`src/include/scd_pkg.sv`:
```
package scd_pkg;

	// ------------------------------------------------------------
	// Widths
	// ------------------------------------------------------------
	localparam int DATA_W    = 16;
	localparam int PC_W      = 16;
	localparam int MEM_AW    = 12;
	localparam int INSTR_W   = 8;
	localparam int REG_COUNT = 16;
	localparam int SEL_W     = 4;

	// ------------------------------------------------------------
	// Instruction fields
	// ------------------------------------------------------------
	localparam int OP_HI  = 7;
	localparam int OP_LO  = 4;
	localparam int SEL_HI = 3;
	localparam int SEL_LO = 0;

	// ------------------------------------------------------------
	// Reset values and counts
	// ------------------------------------------------------------
	localparam logic [PC_W-1:0]   PC_RESET    = 16'h0000;
	localparam logic [PC_W-1:0]   PC_STEP     = 16'h0001;
	localparam logic [DATA_W-1:0] REG_RESET   = 16'h0000;
	localparam logic [DATA_W-1:0] CLEAR_VALUE = 16'h0000;
	localparam int                LOAD_CYCLES = 3;

	// ------------------------------------------------------------
	// Special registers
	// ------------------------------------------------------------
	localparam logic [SEL_W-1:0] SHIFT_FILL_REG  = 4'h6;
	localparam logic [SEL_W-1:0] SHIFT_SRC_REG   = 4'h4;
	localparam logic [SEL_W-1:0] ACC_REG_DEFAULT = 4'ha;

	// ------------------------------------------------------------
	// Opcodes handled here
	// ------------------------------------------------------------
	typedef enum logic [3:0] {
		load_immediate_op = 4'h0,
		clear_reg_op      = 4'h1,
		and_accum_op      = 4'h2,
		or_accum_op       = 4'h3,
		add_accum_op      = 4'h4,
		store_accum_op    = 4'h5,
		shift_left_op     = 4'h6
	} scd_op_e;

	// Sequencer states
	typedef enum logic [1:0] {
		ST_EXEC    = 2'b00,
		ST_LOAD_HI = 2'b01,
		ST_LOAD_LO = 2'b10
	} scd_state_e;

endpackage

```
`src/include/scd_rf_if.sv`:
```
`timescale 1ns/1ps
interface scd_rf_if;
	import scd_pkg::*;

	logic [SEL_W-1:0]  rdSel;
	logic [DATA_W-1:0] rdData;
	logic [DATA_W-1:0] accData;
	logic              srcMsb;
	logic              wrEn;
	logic [SEL_W-1:0]  wrSel;
	logic [DATA_W-1:0] wrData;
	logic [SEL_W-1:0]  dbgSel;
	logic [DATA_W-1:0] dbgData;

	// Core side drives selects and the write port
	modport core (
		output rdSel,
		output wrEn,
		output wrSel,
		output wrData,
		output dbgSel,
		input  rdData,
		input  accData,
		input  srcMsb,
		input  dbgData
	);

	// Register array side
	modport regs (
		input  rdSel,
		input  wrEn,
		input  wrSel,
		input  wrData,
		input  dbgSel,
		output rdData,
		output accData,
		output srcMsb,
		output dbgData
	);

endinterface

```
`src/rtl/scd_regfile.sv`:
```
`timescale 1ns/1ps
module scd_regfile
	import scd_pkg::*;
#(
	parameter logic [SEL_W-1:0] ACC_IDX = ACC_REG_DEFAULT
) (
	input  wire logic ref_clk,
	input  wire logic rst_n,
	scd_rf_if.regs    rf
);

	// ------------------------------------------------------------
	// Storage
	// ------------------------------------------------------------
	logic [DATA_W-1:0] regsQ [REG_COUNT];
	logic [DATA_W-1:0] dbgQ;

	// Single write port, only the named register changes
	always_ff @(posedge ref_clk) begin
		if (!rst_n) begin
			for (int i = 0; i < REG_COUNT; i++) begin
				regsQ[i] <= REG_RESET;
			end
		end else if (rf.wrEn) begin
			regsQ[rf.wrSel] <= rf.wrData;
		end
	end

	// Registered observation port
	always_ff @(posedge ref_clk) begin
		if (!rst_n) begin
			dbgQ <= REG_RESET;
		end else begin
			dbgQ <= regsQ[rf.dbgSel];
		end
	end

	// ------------------------------------------------------------
	// Read ports
	// ------------------------------------------------------------
	assign rf.rdData  = regsQ[rf.rdSel];
	assign rf.accData = regsQ[ACC_IDX];
	assign rf.srcMsb  = regsQ[SHIFT_SRC_REG][DATA_W-1];
	assign rf.dbgData = dbgQ;

endmodule

```
`src/rtl/scd_core.sv`:
```
`timescale 1ns/1ps
// Summary of operation
// - after reset fetch starts at 0000h and steps one byte at a time
// - program counter is 16 bits, only low 12 bits reach memory
// - instruction bits 7-4 are the opcode, bits 3-0 the register selector
// - selector reaches all sixteen 16-bit registers; the accumulator operand is fixed at ACC_IDX
// - all operations take one byte except load-immediate, which takes three
// - load-immediate reads upper then lower byte, writes both in one write in its third cycle, PC plus three, three cycles
// - clear writes zero to selected register only
// - AND of accumulator and selected register goes to accumulator
// - OR of accumulator and selected register goes to accumulator
// - add selected register to accumulator, low sixteen bits kept
// - store copies accumulator into selected register, accumulator unchanged
// - opcode 6 is a one-cycle left shift, special fill for register six
// - single-byte operations take one cycle and add one to PC
// - no branch, no register changes except destination and PC
// - shift drops bit 15, fills zero, or register four top bit for six
// - core only reads program memory, never erases or writes flash
module scd_core
	import scd_pkg::*;
#(
	parameter logic [SEL_W-1:0] ACC_IDX = ACC_REG_DEFAULT
) (
	input  wire logic                ref_clk,
	input  wire logic                rst_n,
	input  wire logic                haltReq,
	input  wire logic [INSTR_W-1:0]  progData,
	output logic      [MEM_AW-1:0]   progAddr,
	output logic                     progRdEn,
	output logic                     haltAck,
	output logic                     foreignOp,
	output logic      [INSTR_W-1:0]  foreignInstr,
	input  wire logic [SEL_W-1:0]    dbgSel,
	output logic      [DATA_W-1:0]   dbgData
);

	// ------------------------------------------------------------
	// Elaboration checks
	// ------------------------------------------------------------
	// Refuse sizes that the address cut or the selector cannot serve
	if (MEM_AW > PC_W) begin : gBadAddrW
		$error("Memory address wider than program counter");
	end
	if (REG_COUNT != (1 << SEL_W)) begin : gBadRegCount
		$error("Selector does not cover the register set");
	end

	// ------------------------------------------------------------
	// Decode helpers
	// ------------------------------------------------------------
	function automatic logic [3:0] opField(input logic [INSTR_W-1:0] instr);
		return instr[OP_HI:OP_LO];
	endfunction

	function automatic logic [SEL_W-1:0] selField(input logic [INSTR_W-1:0] instr);
		return instr[SEL_HI:SEL_LO];
	endfunction

	function automatic logic [DATA_W-1:0] shiftLeft(
		input logic [DATA_W-1:0] val,
		input logic [SEL_W-1:0]  sel,
		input logic              srcMsb
	);
		logic fill;
		fill = (sel == SHIFT_FILL_REG) ? srcMsb : 1'b0;
		return {val[DATA_W-2:0], fill};
	endfunction

	// ------------------------------------------------------------
	// State
	// ------------------------------------------------------------
	scd_rf_if rf ();

	scd_state_e        stateQ;
	scd_state_e        stateD;
	logic [PC_W-1:0]   pcQ;
	logic [SEL_W-1:0]  loadSelQ;
	logic [7:0]        loadHiQ;
	logic              run;
	logic [3:0]        op;
	logic [SEL_W-1:0]  sel;
	logic              isExec;
	logic              foreignD;

	assign run    = !haltReq;
	assign op     = opField(progData);
	assign sel    = selField(progData);
	assign isExec = (stateQ == ST_EXEC);

	scd_regfile #(
		.ACC_IDX (ACC_IDX)
	) u_regs (
		.ref_clk (ref_clk),
		.rst_n   (rst_n),
		.rf      (rf.regs)
	);

	// ------------------------------------------------------------
	// Sequencer
	// ------------------------------------------------------------

	// Next state, load-immediate spans three cycles
	always_comb begin
		stateD = stateQ;
		unique case (stateQ)
			ST_EXEC: begin
				if (run && op == load_immediate_op) begin
					stateD = ST_LOAD_HI;
				end
			end
			ST_LOAD_HI: begin
				if (run) begin
					stateD = ST_LOAD_LO;
				end
			end
			ST_LOAD_LO: begin
				if (run) begin
					stateD = ST_EXEC;
				end
			end
			default: begin
				stateD = ST_EXEC;
			end
		endcase
	end

	// State register
	always_ff @(posedge ref_clk) begin
		if (!rst_n) begin
			stateQ <= ST_EXEC;
		end else begin
			stateQ <= stateD;
		end
	end

	// Program counter, one byte per cycle, no branches here
	always_ff @(posedge ref_clk) begin
		if (!rst_n) begin
			pcQ <= PC_RESET;
		end else if (run) begin
			pcQ <= pcQ + PC_STEP;
		end
	end

	// Load-immediate destination and upper byte
	always_ff @(posedge ref_clk) begin
		if (!rst_n) begin
			loadSelQ <= '0;
			loadHiQ  <= '0;
		end else if (run) begin
			if (isExec && op == load_immediate_op) begin
				loadSelQ <= sel;
			end
			if (stateQ == ST_LOAD_HI) begin
				loadHiQ <= progData;
			end
		end
	end

	// ------------------------------------------------------------
	// Memory side, read only
	// ------------------------------------------------------------
	assign progAddr = pcQ[MEM_AW-1:0];
	assign progRdEn = run;

	// ------------------------------------------------------------
	// Execute
	// ------------------------------------------------------------

	// Operand select and single write port
	always_comb begin
		rf.rdSel  = sel;
		rf.wrEn   = 1'b0;
		rf.wrSel  = sel;
		rf.wrData = rf.rdData;
		foreignD  = 1'b0;
		if (run && stateQ == ST_LOAD_LO) begin
			rf.wrEn   = 1'b1;
			rf.wrSel  = loadSelQ;
			rf.wrData = {loadHiQ, progData};
		end else if (run && isExec) begin
			unique case (op)
				load_immediate_op: begin
					rf.wrEn = 1'b0;
				end
				clear_reg_op: begin
					rf.wrEn   = 1'b1;
					rf.wrData = CLEAR_VALUE;
				end
				and_accum_op: begin
					rf.wrEn   = 1'b1;
					rf.wrSel  = ACC_IDX;
					rf.wrData = rf.accData & rf.rdData;
				end
				or_accum_op: begin
					rf.wrEn   = 1'b1;
					rf.wrSel  = ACC_IDX;
					rf.wrData = rf.accData | rf.rdData;
				end
				add_accum_op: begin
					rf.wrEn   = 1'b1;
					rf.wrSel  = ACC_IDX;
					rf.wrData = DATA_W'(rf.accData + rf.rdData);
				end
				store_accum_op: begin
					rf.wrEn   = 1'b1;
					rf.wrData = rf.accData;
				end
				shift_left_op: begin
					rf.wrEn   = 1'b1;
					rf.wrData = shiftLeft(rf.rdData, sel, rf.srcMsb);
				end
				default: begin
					foreignD = 1'b1;
				end
			endcase
		end
	end

	// Hand-off of opcodes served by other logic
	always_ff @(posedge ref_clk) begin
		if (!rst_n) begin
			foreignOp    <= 1'b0;
			foreignInstr <= '0;
		end else begin
			foreignOp <= foreignD;
			if (foreignD) begin
				foreignInstr <= progData;
			end
		end
	end

	// Halt acknowledge
	always_ff @(posedge ref_clk) begin
		if (!rst_n) begin
			haltAck <= 1'b0;
		end else begin
			haltAck <= haltReq;
		end
	end

	assign rf.dbgSel = dbgSel;
	assign dbgData   = rf.dbgData;

	logic [SEL_W-1:0] selPrev;
	always_ff @(posedge ref_clk) begin
		selPrev <= sel;
	end
endmodule

```
`config.mk`:
```
export PLATFORM = sky130hd
export DESIGN_NAME = scd_core
export DESIGN_NICKNAME = d
export VERILOG_FILES = /design/src/include/scd_pkg.sv /design/src/include/scd_rf_if.sv /design/src/rtl/scd_regfile.sv /design/src/rtl/scd_core.sv
export SDC_FILE = /design/constraint.sdc
export NUM_CORES = 1
export LEC_CHECK = 0
export BUFFER_PORTS_ARGS = -buffer_cell sky130_fd_sc_hd__buf_2
export CAP_MARGIN = 20
export CELL_PAD_IN_SITES_DETAIL_PLACEMENT = 1
export CELL_PAD_IN_SITES_GLOBAL_PLACEMENT = 2
export CORE_UTILIZATION = 35
export DETAILED_ROUTE_END_ITERATION = 8
export PLACE_DENSITY = 0.73
export SLEW_MARGIN = 15
export SYNTH_ARGS = -nofsm -noshare
export SYNTH_HDL_FRONTEND = slang
export SYNTH_HIERARCHICAL = 1
export SYNTH_SLANG_ARGS = --single-unit
```
`constraint.sdc`:
```
create_clock -name ref_clk -period 5.35 [get_ports ref_clk]
set_clock_uncertainty 0.05 [all_clocks]
set_input_delay 1.07 -clock ref_clk [delete_from_list [all_inputs] [get_ports ref_clk]]
set_output_delay 1.07 -clock ref_clk [all_outputs]
set_load 0.1 [all_outputs]
```
==> results by group, run 1 <==
Yosys
  – Cell variety after synth: approximately 70
  – Syn Inst Count: about 1500
  – Post-synth top area cell: edfxtp_1
  – Yosys top cell area share: 43.60%
  – Synth Flop Type: edfxtp_1
  – Async SR Flop Fraction: 0%
  – Register area share after synthesis: between 40% and 50%
  – Largest cells by area after synthesis: edfxtp_1, mux4_2, and2_1
  – Average footprint of a synthesized cell: around 12 sq um
  – Synthesized Nets: 1504
  – YS warnings: 6
  – Syn Std Cell Area: about 18000 sq um
  – #FFs+latches synth: 308
  – Number of flops mapped to enable cells by yosys: 256

Floorplanning
  – Core area: approximately 49000 sq um
  – DIE AREA: approximately 51000 sq um
  – Die X: between 200 and 250 um
  – Initial Util: 35.73%
  – Die height: roughly 230 um
  – Row Count: 81
  – Ports: between 50 and 60

Critical path
  – Arr. time, crit path: roughly 5.2 ns
  – CP required: 5.71 ns
  – FF-to-FF path depth: 11
  – Worst R2R Setup Slack: 1.16 ns
  – Reg2reg start: u_regs/regsQ[15][1]$_SDFFCE_PN0P_
  – Element type at the critical path end: flop
  – Reg-to-reg endpoint: u_regs/regsQ[15][14]$_SDFFCE_PN0P_
  – CP Launch Type: primary input
  – Crit Path Category: primary input to flop
  – Crit path max fanout: 27

Worst hold path
  – Hold path endpoint: foreignInstr[7]$_SDFFE_PN0P_
  – Worst Hold Class: flop to flop
  – Hold Path Depth: 2
  – Hold Startpoint: foreignInstr[7]$_SDFFE_PN0P_

Timing
  – RSZ-0062 raised after global routing: no
  – Final Max Slew Viols: 0
  – # setup viols final: 0
  – Max Freq: ~210 MHz
  – Slew @ Worst Pin: about 1.1 ns
  – Hold Violations, Final: 0
  – Crit share post-route: roughly nine tenths
  – Final setup TNS: 0 ns
  – Period minus WS final: between 4 and 5 ns
  – Max-Slew Margin vs Limit: between 20% and 30%
  – Hold WS: roughly 0.42 ns

GRT
  – GRT Util Overall: 23.97%
  – First-pass GRT wire length: between 80000 and 90000 um
  – Largest net degree at the start of global routing: 64
  – Grt ovf: 0
  – Vias in the first global route: between 10000 and 15000
  – Number of antenna violations at the first check in global routing: 3

Route
  – Vias: 12769
  – Post-route ant nets: 0
  – DR vias/cell: about 5.7
  – Final WL: 60410 um
  – First DRT Iteration DRCs: ~1100
  – Mean routed wirelength per cell: ~27 um
  – Drt first pass iters: 5
  – Remaining DRCs: 0

Power and ir drop
  – Leak: slightly below 0.008 uW
  – Worst vdd ir: roughly 0.28 mV
  – Tot Pwr: about 6300 uW
  – Power Density: approximately 310 nW/um^2

CTS
  – H-tree levels: 2
  – Num CTS Buffers: 39
  – Post-CTS setup buffers: 0
  – Max Buffers Root-to-Sink: 3
  – Post_cts resized: 0
  – Hold-fix buffer count after cts: 0
  – Clock root cell: clkbuf_16
  – CTS tree: yes
  – Clk_lat worst skew: roughly 0.55 ns
  – Clk sinks: around 300
  – Clk slew on worst S/H paths: 0.06 ns

Layout
  – Area Growth Syn to Fin: 15.40%
  – Leading cell type in the layout, fill and taps excluded: and2_1
  – Fin cells: 2237
  – Fin nets: approximately 1600
  – Share of layout cells above drive strength 1: between 20% and 30%
  – Antenna Cells: 0
  – Commonest cells after routing, fill and taps aside: and2_1, edfxtp_1, mux2i_1, buf_4, a22oi_1

Job
  – Max-Cap Viols: 0

Placement
  – Placed wire-length estimate: about 40000 um
  – Buffers on Ports: 53
  – Placed Cells incl. Taps: 2168
  – Routability cong.: 0.8491

Outcome
  – Status: completed
## through the flow
step	util [%]	setup slack (ns)	cell area (sq um)
finish	41.23	0.5615	20350
global route	41.23	0.3708	20350
CTS	41.23	0.5841	20350
detailed placement	38.74	0.03213	19120
global placement	38.73	0.1329	19110
floorplan	-	0.7830	17630
## logic make-up (layout without fill, tap and decap cells)
| logic type | after synthesis | after routing | synth area share (%) |
|---|---|---|---|
| AO/OA/AOI/OAI | 243 | 243 | 9.586 |
| adder cells (fa/ha/maj) | 34 | 34 | 2.455 |
| flip-flops | 308 | 308 | 49.50 |
| XOR/XNOR | 18 | 18 | 0.8941 |
| multiplexers | 202 | 202 | 16.87 |
| AND/OR/NAND/NOR | 501 | 501 | 16.46 |
| buffers and inverters | 149 | 267 | 4.236 |
## power breakdown
part	switching (uW)	internal [uW]	total, uW	leakage (uW)
combinational	672	335	1010	0.00424
clock	1040	1510	2550	0.000609
sequential	54.9	2690	2740	0.00307
## registers in the layout, indices dropped and copies added (netlist names)
| register | flops |
|---|---|
| u_regs/regsQ | 256 |
| foreignOp | 1 |
| haltAck | 1 |
| u_regs/rf.dbgData | 16 |
| loadSelQ | 4 |
| stateQ | 2 |
| pcQ | 12 |
| loadHiQ | 8 |
| foreignInstr | 8 |
## critical path, cell delays in order
cell and delay (ns):
buf_4 0.41, buf_12 0.22, mux4_2 0.29, a22oi_1 0.35, nand2_1 0.27, fa_1 0.54
a21oi_1 0.20, o211a_1 0.25, nor3_1 0.08, o21ai_0 0.19, nand3b_1 0.10, a21oi_1 0.85
and2_1 0.25
## cell usage after synthesis, drive strengths merged (39+ instances only)
library cell  instances
and2                270
edfxtp              256
mux2i               125
a22oi                84
mux4                 76
nand2                72
clkbuf               66
o21ai                53
dfxtp                52
buf                  44
nor2                 44
inv                  39
## cell type report
cell class	instances	area, sq um
tap	664	830.8
sequential	308	8728
clock buffer	54	1125
timing repair buffer	159	1197
multi-input combinational	998	8219
fill	5236	29010
inverter	39	146.4
clock inverter	15	101.3
## worst max path at each step
| stage | startpoint | end | slack [ns] | cells after the start |
|---|---|---|---|---|
| after floorplan | progData[0] | u_regs/regsQ[10][10]$_SDFFCE_PN0P_ | 0.78 | 15 |
| after global placement | progData[1] | u_regs/regsQ[1][14]$_SDFFCE_PN0P_ | 0.13 | 13 |
| after detailed placement | progData[1] | u_regs/regsQ[9][14]$_SDFFCE_PN0P_ | 0.03 | 13 |
| after CTS | progData[1] | u_regs/regsQ[0][14]$_SDFFCE_PN0P_ | 0.58 | 13 |
| after global routing | progData[1] | u_regs/regsQ[13][14]$_SDFFCE_PN0P_ | 0.37 | 13 |
| final | progData[1] | u_regs/regsQ[15][14]$_SDFFCE_PN0P_ | 0.56 | 13 |
## metal layers
layer	GRT usage [%]	part of all wire, %	vias up	routed length [um]
met5	0	0	-	0
met4	7.585	2.6	0	1591
met3	2.890	5.8	99	3485
met2	40.44	49	422	29440
met1	31.99	43	6659	25890
li1	-	-	5589	-
Note: power is estimated with default switching activity, not from simulation.
==> inputs of run 2 (changes only) <==
Settings changed: PLACE_DENSITY 0.73 to 0.7.
==> run 2 against run 1 <==
  * Sequential cell count did not move
  * Count of clock-buffer cells in the layout rose by 4
  * Cell area rose by 0.99%
  * Worst setup slack improved by 0.23 ns
  * Clock power rose by 7%
  * Sequential power barely moved
  * Critical endpoint is now u_regs/regsQ[6][10]$_SDFFCE_PN0P_
  * Largest cell class unchanged
  * Largest power group unchanged
==> results by group, run 2 (synthesis gave the netlist of run 1 again) <==
GRT
  – First-pass GRT wire length: 89360 um
  – Grt ovf: 0
  – Largest net degree at the start of global routing: approximately 70
  – Vias in the first global route: roughly 13000
  – Number of antenna violations at the first check in global routing: 2
  – Met1 layer usage reported by global route: between 30% and 40%
  – Gr busiest metal: met2
  – GRT Util Overall: about a quarter
  – Global-route met2 utilization: 40.67%
  – Grt met3 use: 3.434%

Timing
  – Final setup TNS: 0 ns
  – Crit share post-route: 85.28%
  – Max-Slew Margin vs Limit: 24.32%
  – Final WS setup: around 0.79 ns
  – Max Freq: about 220 MHz
  – Final Max Slew Viols: 0
  – Hold Violations, Final: 0
  – # setup viols final: 0
  – Slew @ Worst Pin: roughly 1.1 ns
  – Period minus WS final: 4.562 ns
  – RSZ-0062 raised after global routing: no

Critical path
  – Element type at the critical path end: flop
  – Worst-path cell chain: buf_4 > buf_4 > buf_4 > mux4_2 > a22oi_1 > nand2_1 > inv_1 > ha_1 > a21oi_1 > o211a_1 > buf_4 > o21ai_1 > a311o_1 > nand3_1 > a21oi_1 > and2_1
  – CP required: 5.72 ns
  – Sum of buffers and inverters on the critical path: 5
  – Reg2reg start: u_regs/regsQ[10][1]$_SDFFCE_PN0P_
  – Crit Path Category: primary input to flop
  – FF-to-FF path depth: 12
  – Crit path max-delay family: compound AO/OA/AOI/OAI gates
  – Max incr delay on CP: around 0.8 ns
  – Slowest stage cell on the critical path: a21oi_1
  – End point of the critical path: u_regs/regsQ[6][10]$_SDFFCE_PN0P_
  – Reg-to-reg endpoint: u_regs/regsQ[7][9]$_SDFFCE_PN0P_
  – Cell mode on critical path: buf_4
  – Crit path max fanout: 16
  – Arr. time, crit path: slightly below 5 ns
  – CP Launch Type: primary input
  – Worst Setup SP: progData[0]
  – Worst R2R Setup Slack: ~1.3 ns
  – WP depth: 16

Layout
  – Biggest register: u_regs/regsQ
  – FILL cells: approximately 5300
  – Largest register FFs: between 200 and 300
  – Commonest cells after routing, fill and taps aside: and2_1, edfxtp_1, mux2i_1, buf_4, a22oi_1
  – Share of layout cells above drive strength 1: a little over a fifth
  – Area Growth Syn to Fin: 16.54%
  – Fin nets: 1606
  – Leading cell type in the layout, fill and taps excluded: and2_1

CTS
  – Clk sinks: 308
  – Clk slew on worst S/H paths: about 0.06 ns
  – Clk_lat worst skew: ~0.56 ns
  – H-tree levels: 2
  – Num CTS Buffers: 38
  – CTS tree: yes
  – Post-CTS setup buffers: 0
  – Clock root cell: clkbuf_16
  – Max Buffers Root-to-Sink: 3
  – Post_cts resized: 0
  – Hold-fix buffer count after cts: 0

Worst hold path
  – Hold Path Depth: 2
  – Hold Startpoint: foreignInstr[7]$_SDFFE_PN0P_
  – Worst Hold Class: flop to flop

Route
  – Post-route ant nets: 0
  – DR vias/cell: ~5.7
  – Remaining DRCs: 0
  – First DRT Iteration DRCs: 1097
  – Mean routed wirelength per cell: between 20 and 30 um
  – Drt first pass iters: 5
  – Final WL: approximately 61000 um
  – Vias: 12811

Placement
  – Buffers on Ports: 53
  – Routability cong.: around 0.87
  – Placed wire-length estimate: around 39000 um
  – Dpl ws: around 0.15 ns

Power and ir drop
  – Comb pwr share: roughly 16%
  – Psw: 1790 uW
  – Sequential share of power: between 40% and 50%
  – Worst vdd ir: about 0.2 mV
  – Sw Share: between 20% and 30%
  – Leak: between 0.008 and 0.009 uW
  – Clk pwr share: 42.0%
  – Power Density: about 320 nW/um^2
  – Pint: approximately 4700 uW

Floorplanning
  – Ports: 54
  – DIE AREA: approximately 51000 sq um
  – Core area: 49360 sq um
  – Initial Util: between 30% and 40%
  – Row Count: 81
  – Die X: 226.5 um
  – Die height: 226.5 um

Job
  – Max-Cap Viols: 0

Outcome
  – Status: completed
-- run 2: cell count changes in the layout (fill, tap and decap cells not counted), sizes merged --
cell,previous run,this run
diode,0,1
clkbuf,54,59
bufinv,1,2
buf,159,171
clkinv,13,8
-- run 2: power groups by stage --
stage / clock, uW / combinational [uW] / sequential [uW]
2_1_floorplan: 0 / 532 / 2890
3_3_place_gp: 0 / 1010 / 2780
3_5_place_dp: 0 / 1030 / 2790
4_1_cts: 2780 / 1030 / 2740
5_1_grt: 2860 / 1090 / 2750
6_report: 2730 / 1030 / 2740
-- run 2: worst min-delay path by stage --
stage	endpoint
final	foreignInstr[7]$_SDFFE_PN0P_
after global placement	foreignInstr[7]$_SDFFE_PN0P_
after detailed placement	foreignInstr[7]$_SDFFE_PN0P_
after global routing	foreignInstr[7]$_SDFFE_PN0P_
after floorplan	loadHiQ[3]$_SDFFE_PN0P_
after CTS	foreignInstr[7]$_SDFFE_PN0P_
-- run 2: layout make-up --
| cell class | instances | area [sq um] | share of cell area, % |
|---|---|---|---|
| sequential | 308 | 8728 | 42.47 |
| multi-input combinational | 998 | 8214 | 39.97 |
| timing repair buffer | 172 | 1295 | 6.302 |
| clock buffer | 58 | 1224 | 5.955 |
| tap | 664 | 830.8 | 4.043 |
| inverter | 39 | 146.4 | 0.7124 |
| clock inverter | 11 | 108.9 | 0.5297 |
| antenna | 1 | 2.502 | 0.01218 |
-- run 2: tightest hold or removal path: stages, from the launching register on --
cell and delay (ns):
dfxtp_1 0.31, nand2_1 0.05, a21boi_0 0.07
-- run 2: per-layer routing --
layer / part of all wire [%] / wire length (um)
met2: 48 / 29500
met5: 0 / 0
met3: 6.4 / 3931
met4: 2.7 / 1657
met1: 43 / 26030
-- run 2: metrics by stage --
stage	util, %	hold slack (ns)	power [uW]	area (sq um)	cells
floorplan	-	0.4269	3426	17630	1455
global placement	38.92	0.4067	3795	19210	2180
detailed placement	38.92	0.4252	3813	19210	2180
CTS	41.62	0.4342	6549	20540	2249
global route	41.63	0.4704	6696	20550	2250
finish	41.64	0.4232	6501	20550	2251
